### src/logic/tcs_pkg.sv
// Package of constants and types for the thermometer command sequencer
package tcs_pkg;
    localparam logic [3:0] TCS_ADDR_CODE = 4'h9;
    localparam logic [7:0] TCS_CMD_START_CONV = 8'h51;
    localparam logic [7:0] TCS_CMD_STOP_CONV = 8'h22;
    localparam logic [7:0] TCS_CMD_READ_TEMP = 8'haa;
    localparam logic [7:0] TCS_CMD_ACC_HIGH = 8'ha1;
    localparam logic [7:0] TCS_CMD_ACC_LOW = 8'ha2;
    localparam logic [7:0] TCS_CMD_ACC_CFG = 8'hac;
    localparam logic [7:0] TCS_CFG_RESET = 8'h00;
    localparam logic [15:0] TCS_THRESH_RESET = 16'h0000;
    localparam logic [7:0] TCS_CFG_FLAG_MASK = 8'h9f;
    localparam int TCS_CFG_RES_LSB = 2;
    localparam int TCS_CFG_ONESHOT_BIT = 0;
    localparam int TCS_CFG_POL_BIT = 1;

    typedef struct packed {
        logic [7:0] whole;
        logic [7:0] frac;
    } tcs_temp_type;

    typedef struct packed {
        logic [1:0] resolution;
        logic one_shot;
        logic polarity_high;
    } tcs_mode_type;

    typedef enum logic [2:0] {
        TCS_IDLE, TCS_ADDR, TCS_CMD, TCS_WDATA, TCS_RDATA, TCS_WAIT
    } tcs_state_type;
endpackage

### src/logic/tcs_sequencer.sv
// I2C slave command sequencer of a temperature sensor
module tcs_sequencer
    import tcs_pkg::*;
(
    input wire logic clk,
    input wire logic resetn,
    input wire logic scl_in,
    input wire logic sda_in,
    output logic sda_out,
    output logic sda_oe,
    input wire logic addr_select_bit2,
    input wire logic addr_select_bit1,
    input wire logic addr_select_bit0,
    input wire tcs_temp_type temperature,
    input wire logic flag_high_set,
    input wire logic flag_low_set,
    output logic flag_high,
    output logic flag_low,
    output logic [7:0] config_value,
    output tcs_mode_type mode,
    output tcs_temp_type high_threshold,
    output tcs_temp_type low_threshold,
    output logic conv_start,
    output logic conv_stop
);
    logic [1:0] scl_sync_r, sda_sync_r;
    logic scl_d_r, sda_d_r;
    tcs_state_type state_r;
    logic [7:0] shift_r, cmd_r, tx_r;
    logic [3:0] bit_r;
    logic ack_phase_r, byte_idx_r, drive_r, drive_val_r;
    logic [7:0] cfg_r;
    tcs_temp_type high_r, low_r;
    logic flag_high_r, flag_low_r, start_r, stop_r;
    logic [2:0] sel_meta_r, sel_pins_r;

    // Sampled lines; first stage is read only by the second
    wire scl_s = scl_sync_r[1];
    wire sda_s = sda_sync_r[1];
    wire scl_rise = scl_s && !scl_d_r;
    wire scl_fall = !scl_s && scl_d_r;
    wire bus_start = scl_s && scl_d_r && sda_d_r && !sda_s;
    wire bus_stop = scl_s && scl_d_r && !sda_d_r && sda_s;
    wire [7:0] rx_byte = {shift_r[6:0], sda_s};
    wire addr_hit = rx_byte[7:4] == TCS_ADDR_CODE &&
        rx_byte[3:1] == sel_pins_r;
    // Only the first data byte reaches the config register
    wire cfg_write = state_r == TCS_WDATA && ack_phase_r == 1'b0 &&
        scl_rise && bit_r == 4'd7 && cmd_r == TCS_CMD_ACC_CFG &&
        !byte_idx_r;

    function automatic logic [7:0] read_byte(input logic [7:0] cmd,
                                            input logic idx);
        tcs_temp_type v;
        v = TCS_THRESH_RESET;
        unique case (cmd)
            TCS_CMD_READ_TEMP: v = temperature;
            TCS_CMD_ACC_HIGH: v = high_r;
            TCS_CMD_ACC_LOW: v = low_r;
            TCS_CMD_ACC_CFG: v = {cfg_r, cfg_r};
            default: v = TCS_THRESH_RESET;
        endcase
        // Most significant byte first
        read_byte = idx ? v.frac : v.whole;
    endfunction

    wire [7:0] rd_first = read_byte(cmd_r, 1'b0);
    wire [7:0] rd_second = read_byte(cmd_r, 1'b1);

    always_ff @(posedge clk) begin
        if (!resetn) begin
            scl_sync_r <= 2'b11;
            sda_sync_r <= 2'b11;
            scl_d_r <= 1'b1;
            sda_d_r <= 1'b1;
            sel_meta_r <= 3'b000;
            sel_pins_r <= 3'b000;
        end else begin
            scl_sync_r <= {scl_sync_r[0], scl_in};
            sda_sync_r <= {sda_sync_r[0], sda_in};
            scl_d_r <= scl_s;
            sda_d_r <= sda_s;
            // Straps are pins: two stages before the address compare
            sel_meta_r <= {addr_select_bit2, addr_select_bit1,
                addr_select_bit0};
            sel_pins_r <= sel_meta_r;
        end
    end

    // Byte-level sequencing; bits sampled on SCL rise, driven after fall
    always_ff @(posedge clk) begin
        if (!resetn) begin
            state_r <= TCS_IDLE;
            shift_r <= 8'h00;
            cmd_r <= 8'h00;
            tx_r <= 8'h00;
            bit_r <= 4'd0;
            ack_phase_r <= 1'b0;
            byte_idx_r <= 1'b0;
            drive_r <= 1'b0;
            drive_val_r <= 1'b1;
            high_r <= TCS_THRESH_RESET;
            low_r <= TCS_THRESH_RESET;
            start_r <= 1'b0;
            stop_r <= 1'b0;
        end else begin
            start_r <= 1'b0;
            stop_r <= 1'b0;
            if (bus_start) begin
                // Repeated START keeps the last command for a following read
                state_r <= TCS_ADDR;
                bit_r <= 4'd0;
                ack_phase_r <= 1'b0;
                drive_r <= 1'b0;
            end else if (bus_stop) begin
                state_r <= TCS_IDLE;
                drive_r <= 1'b0;
            end else if (state_r != TCS_IDLE && state_r != TCS_WAIT) begin
                if (!ack_phase_r && scl_rise) begin
                    shift_r <= rx_byte;
                    bit_r <= bit_r + 4'd1;
                    if (bit_r == 4'd7) begin
                        ack_phase_r <= 1'b1;
                    end
                    if (state_r == TCS_RDATA) begin
                        tx_r <= {tx_r[6:0], 1'b0};
                    end
                end
                if (!ack_phase_r && scl_rise && bit_r == 4'd7) begin
                    unique case (state_r)
                        TCS_ADDR: if (!addr_hit) state_r <= TCS_WAIT;
                        TCS_CMD: begin
                            cmd_r <= rx_byte;
                            byte_idx_r <= 1'b0;
                            start_r <= rx_byte == TCS_CMD_START_CONV;
                            stop_r <= rx_byte == TCS_CMD_STOP_CONV;
                        end
                        TCS_WDATA: begin
                            // Bytes after the second overwrite the frac byte of the threshold again
                            if (cmd_r == TCS_CMD_ACC_HIGH) begin
                                if (!byte_idx_r) high_r.whole <= rx_byte;
                                else high_r.frac <= rx_byte;
                            end
                            if (cmd_r == TCS_CMD_ACC_LOW) begin
                                if (!byte_idx_r) low_r.whole <= rx_byte;
                                else low_r.frac <= rx_byte;
                            end
                        end
                        default: ;
                    endcase
                end
                if (ack_phase_r && scl_fall && bit_r == 4'd8) begin
                    // Ninth clock low: drive the acknowledge slot, except in TCS_RDATA where it is released
                    bit_r <= 4'd9;
                    drive_r <= state_r != TCS_RDATA;
                    drive_val_r <= 1'b0;
                end else if (!ack_phase_r && scl_fall && state_r ==
                        TCS_RDATA) begin
                    drive_r <= 1'b1;
                    drive_val_r <= tx_r[7];
                end
                if (ack_phase_r && scl_rise && bit_r == 4'd9) begin
                    bit_r <= 4'd10;
                    if (state_r == TCS_RDATA && sda_s) begin
                        state_r <= TCS_WAIT;
                    end
                end
                if (ack_phase_r && scl_fall && bit_r == 4'd10) begin
                    ack_phase_r <= 1'b0;
                    bit_r <= 4'd0;
                    drive_r <= 1'b0;
                    unique case (state_r)
                        TCS_ADDR: begin
                            if (shift_r[0]) begin
                                state_r <= TCS_RDATA;
                                byte_idx_r <= 1'b0;
                                tx_r <= rd_first;
                                drive_r <= 1'b1;
                                drive_val_r <= rd_first[7];
                            end else begin
                                state_r <= TCS_CMD;
                            end
                        end
                        TCS_CMD: state_r <= TCS_WDATA;
                        TCS_WDATA: byte_idx_r <= 1'b1;
                        TCS_RDATA: begin
                            byte_idx_r <= 1'b1;
                            tx_r <= rd_second;
                            drive_r <= 1'b1;
                            drive_val_r <= rd_second[7];
                        end
                        default: drive_r <= 1'b0;
                    endcase
                end
            end
        end
    end

    // Set from the sensor wins over the clear of a config write
    always_ff @(posedge clk) begin
        if (!resetn) begin
            cfg_r <= TCS_CFG_RESET;
            flag_high_r <= 1'b0;
            flag_low_r <= 1'b0;
        end else begin
            if (cfg_write) begin
                cfg_r <= rx_byte & TCS_CFG_FLAG_MASK;
            end
            flag_high_r <= flag_high_set || (flag_high_r && !cfg_write);
            flag_low_r <= flag_low_set || (flag_low_r && !cfg_write);
        end
    end

    // 08h decodes to resolution 2 (11-bit), continuous, active-low
    assign mode.resolution = cfg_r[TCS_CFG_RES_LSB +: 2];
    assign mode.one_shot = cfg_r[TCS_CFG_ONESHOT_BIT];
    assign mode.polarity_high = cfg_r[TCS_CFG_POL_BIT];
    // Open drain: only ever pulls low
    assign sda_out = 1'b0;
    assign sda_oe = drive_r && !drive_val_r;
    assign flag_high = flag_high_r;
    assign flag_low = flag_low_r;
    assign config_value = cfg_r;
    assign high_threshold = high_r;
    assign low_threshold = low_r;
    assign conv_start = start_r;
    assign conv_stop = stop_r;

    AST_NACK_ADDR: assert property (@(posedge clk) disable iff (!resetn)
        state_r == TCS_ADDR && !ack_phase_r && scl_rise && bit_r == 4'd7 &&
        !addr_hit && !bus_start && !bus_stop |=> state_r == TCS_WAIT)
        else $error("address mismatch not ignored");
    AST_WAIT_QUIET: assert property (@(posedge clk) disable iff (!resetn)
        state_r == TCS_WAIT |-> !sda_oe)
        else $error("data line driven while waiting");
    AST_STOP_IDLE: assert property (@(posedge clk) disable iff (!resetn)
        bus_stop |=> state_r == TCS_IDLE && !sda_oe)
        else $error("stop not honoured");
    AST_RESTART: assert property (@(posedge clk) disable iff (!resetn)
        bus_start |=> state_r == TCS_ADDR && bit_r == 4'd0)
        else $error("repeated start not honoured");
    AST_CFG_CLR: assert property (@(posedge clk) disable iff (!resetn)
        cfg_write && !flag_high_set && !flag_low_set |=>
        !flag_high && !flag_low)
        else $error("flags not cleared by config write");
    AST_START_CMD: assert property (@(posedge clk) disable iff (!resetn)
        conv_start |-> $past(state_r) == TCS_CMD &&
        cmd_r == TCS_CMD_START_CONV)
        else $error("start pulse without command");
    AST_ACK_DRV: assert property (@(posedge clk) disable iff (!resetn)
        ack_phase_r && bit_r == 4'd9 && state_r != TCS_RDATA &&
        state_r != TCS_WAIT && state_r != TCS_IDLE |-> sda_oe)
        else $error("acknowledge not driven");
    AST_HIGH_MSB: assert property (@(posedge clk) disable iff (!resetn)
        state_r == TCS_WDATA && cmd_r == TCS_CMD_ACC_HIGH && !byte_idx_r &&
        !ack_phase_r && scl_rise && bit_r == 4'd7 && !bus_start &&
        !bus_stop |=> high_threshold.whole == $past(rx_byte))
        else $error("high threshold msb not stored");
    AST_MODE: assert property (@(posedge clk) disable iff (!resetn)
        config_value == 8'h08 |-> mode.resolution == 2'd2 &&
        !mode.one_shot && !mode.polarity_high)
        else $error("config decode wrong");
endmodule // tcs_sequencer

### config.mk
export PLATFORM = sky130hd
export DESIGN_NAME = tcs_sequencer
export DESIGN_NICKNAME = d
export VERILOG_FILES = /design/src/logic/tcs_pkg.sv /design/src/logic/tcs_sequencer.sv
export SDC_FILE = /design/constraint.sdc
export NUM_CORES = 1
export LEC_CHECK = 0
export CAP_MARGIN = 10
export CORE_MARGIN = 2
export CORE_UTILIZATION = 55
export CTS_CLUSTER_DIAMETER = 100
export DETAILED_ROUTE_END_ITERATION = 16
export DONT_BUFFER_PORTS = 1
export HOLD_SLACK_MARGIN = 0.02
export PLACE_DENSITY = 0.7
export SYNTH_ARGS = -nofsm -noshare
export SYNTH_HDL_FRONTEND = slang
export SYNTH_SLANG_ARGS = --single-unit
### constraint.sdc
create_clock -name clk -period 3.1 [get_ports clk]
set_clock_uncertainty 0.2 [all_clocks]
set_input_delay 0.465 -clock clk [delete_from_list [all_inputs] [get_ports clk]]
set_output_delay 0.465 -clock clk [all_outputs]
set_load 0.02 [all_outputs]
==> flow_summary_export.csv <==
group,metric,value,unit
status,status,"completed",
logic_synthesis,synth_top_area_cell,"dfxtp_1",
timing,hold_violations,0,
critical_path,crit_path_end_kind,"register",
timing,worst_pin_slew,0.730,ns
placement,portBuffers,0,
die,die_h,92.6,microns
clocking,cts_max_path_buffers,2,
clocking,clock_latency,0.37,ns
timing,finalCriticalPeriod,2.87,ns
logic_synthesis,synth.most_common_cell,"dfxtp_1",
clocking,h-tree-depth,3,
clocking,ctsHoldBuffers,7,
logic_synthesis,yosys-top-cells-count,"dfxtp_1, mux2i_1, nor2_1",
drt,viasPerCell,6.16,
drt,detail_route.iter0.violations,205,
critical_path,crit_fanout,9,
logic_synthesis,seq_area_frac_synth,40.8,%
logic_synthesis,postSynth.asyncResetShare,0,%
timing,grt_setup_unrepaired,"false",
layout,drive_above_1_share,11.7,%
critical_path,critPathLaunchType,"register",
drt,ant_nets,0,
critical_path,path_class,"register to register",
clocking,cts_tree,"built",
logic_synthesis,avgSynthCellArea,9.10,sq um
placement,place_congestion,0.928,
logic_synthesis,ys_ff_latch,88,
power,p_per_area,436,mW/mm^2
logic_synthesis,ys_top_cells_by_area,"dfxtp_1, mux2i_1, mux2_2, nor2_1, nand2_1",
clocking,postCtsResizedCells,0,
power,peakVddDrop,0.274,mV
drt,vias,3535,
placement,place_hpwl,7.52,mm
timing,fin_crit_sh,92.5,%
job,cap_violations,0,
die,die_x,92.6,microns
logic_synthesis,synth_flop_cell,"dfxtp_1",
logic_synthesis,synth_edf_count,0,
logic_synthesis,ys_warn_count,0,
critical_path,worst_ep_required_time,3.13,ns
logic_synthesis,syn_area,0.00432,sq mm
grt,grt_antenna_before_repair,0,
grt,grt_max_degree,36,
grt,grtUsageTotal,26.6,%
logic_synthesis,synth_top_area_share,40.8,%
die,rows,32,
layout,nNetsFinal,496,
timing,slew_violations,0,
grt,gr-total-overflow,0,
layout,final_core_util,60.3,%
timing,relSlewSlack,51.3,%
layout,area_growth,7.21,%
grt,grt_pass1_vias,3392,
critical_path,arrival,2.90,ns
drt,routed_wl,11.1,mm
timing,fmax,0.349,GHz
grt,grt_pass1_wl,17.8,mm
logic_synthesis,synth.distinct_cells,58,
clocking,clock-root-buffer,"clkbuf_8",
clocking,cts.reportedPaths.clkPinSlew,0.09,ns
timing,final.setup.tns,0,ns
die,core-area,0.00769,sq mm
drt,wl_per_cell,19.4,microns
timing,setup_violations,0,
drt,route.detailed.drc,0,
drt,firstDrtPassIters,5,
logic_synthesis,synthCells,475,
die,pin_count,75,
die,die_area,0.00858,sq mm
layout,diodes,0,
layout,nFillCells,670,
min_path,hold_path_class,"input port to register",
power,p_leak,1.91,nW
clocking,cts_buffers,9,
clocking,cts_setup_buffers,0,
clocking,cts_sinks,88,
die,initial_core_util,56.2,%
## report_power, final
part | leakage (nW) | internal (mW) | switching [mW] | total, mW
Sequential | 0.712 | 1.14 | 0.0121 | 1.15
Clock | 0.102 | 0.379 | 0.436 | 0.815
Combinational | 1.09 | 0.0221 | 0.0330 | 0.0551
Total | 1.91 | 1.54 | 0.481 | 2.02
## registers in the layout (all words and copies together) (netlist names), 2 cells and up
signal          cells
bit_r               4
cmd_r               8
config_value        6
high_threshold     16
low_threshold      16
scl_sync_r          2
sda_sync_r          2
sel_meta_r          3
sel_pins_r          3
shift_r             7
state_r             3
tx_r                8
## area by class of cell
type / count / area (sq um) / area share (%)
clock buffers: 10 / 128 / 2.75
clock inverters: 6 / 68.8 / 1.49
inverters: 6 / 22.5 / 0.486
multi-input cells: 341 / 2350 / 50.7
flip-flops and latches: 88 / 1760 / 38.0
well taps: 102 / 128 / 2.75
repair buffers: 21 / 178 / 3.83
## cell families after synthesis
logic type / synth area share [%]
buffers and inverters: 5.10
AOI/OAI and AO/OA: 13.4
other: 0.0868
muxes: 17.9
and+or+nand+nor: 20.4
xor gates and xnor gates: 1.22
DFF: 40.8
adders and majority gates: 1.16
## path summary, 6_finish.rpt
path         depth (start not counted)              from               end  slack (ns)
max                                  5     scl_sync_r[1]  low_threshold[7]        0.23
min                                  1  addr_select_bit1     sel_meta_r[1]        0.03
max reg2reg                          5     scl_sync_r[1]  low_threshold[7]        0.23
min reg2reg                          1     sda_sync_r[0]     sda_sync_r[1]        0.22
## layer usage
| layer | part of all wire (%) | vias up | GRT usage, % |
|---|---|---|---|
| li1 | - | 1677 | - |
| met1 | 46 | 1738 | 35.8 |
| met2 | 46 | 110 | 41.5 |
| met3 | 6.3 | 10 | 7.49 |
| met4 | 1.5 | 0 | 8.21 |
| met5 | 0 | - | 0 |
## through the flow
step / cells / power (mW) / instance area, sq um / setup slack (ns) / hold slack [ns]
2_1_floorplan: 477 / 1.22 / 4330 / 0.507 / 0.186
5_1_grt: 574 / 2.08 / 4630 / 0.145 / 0.0206
6_report: 574 / 2.02 / 4630 / 0.232 / 0.0312
3_5_place_dp: 550 / 1.22 / 4360 / 0.285 / 0.210
4_1_cts: 573 / 2.02 / 4620 / 0.253 / 0.0211
3_3_place_gp: 550 / 1.22 / 4360 / 0.355 / 0.198
## cell usage in the layout, fill, tap and decap left out, types with 6 or more instances in the layout
| master | instances |
|---|---|
| mux2i_1 | 57 |
| mux2_2 | 18 |
| clkbuf_8 | 9 |
| nor2_1 | 50 |
| o22ai_1 | 9 |
| a22oi_1 | 20 |
| nand3_1 | 9 |
| a21oi_1 | 19 |
| buf_4 | 13 |
| inv_1 | 6 |
| nand2_1 | 42 |
| nand2b_1 | 10 |
| o21ai_0 | 12 |
| and2_1 | 7 |
| dfxtp_1 | 88 |
| dlygate4sd3_1 | 8 |
## worst max-delay path, stage by stage (launching register included)
cell and delay [ns]:
dfxtp_1 0.45, or3b_1 0.42, or2_1 0.34, or4_1 0.51
or3_1 0.61, mux2i_1 0.20
Note: power is estimated with default switching activity, not from simulation.
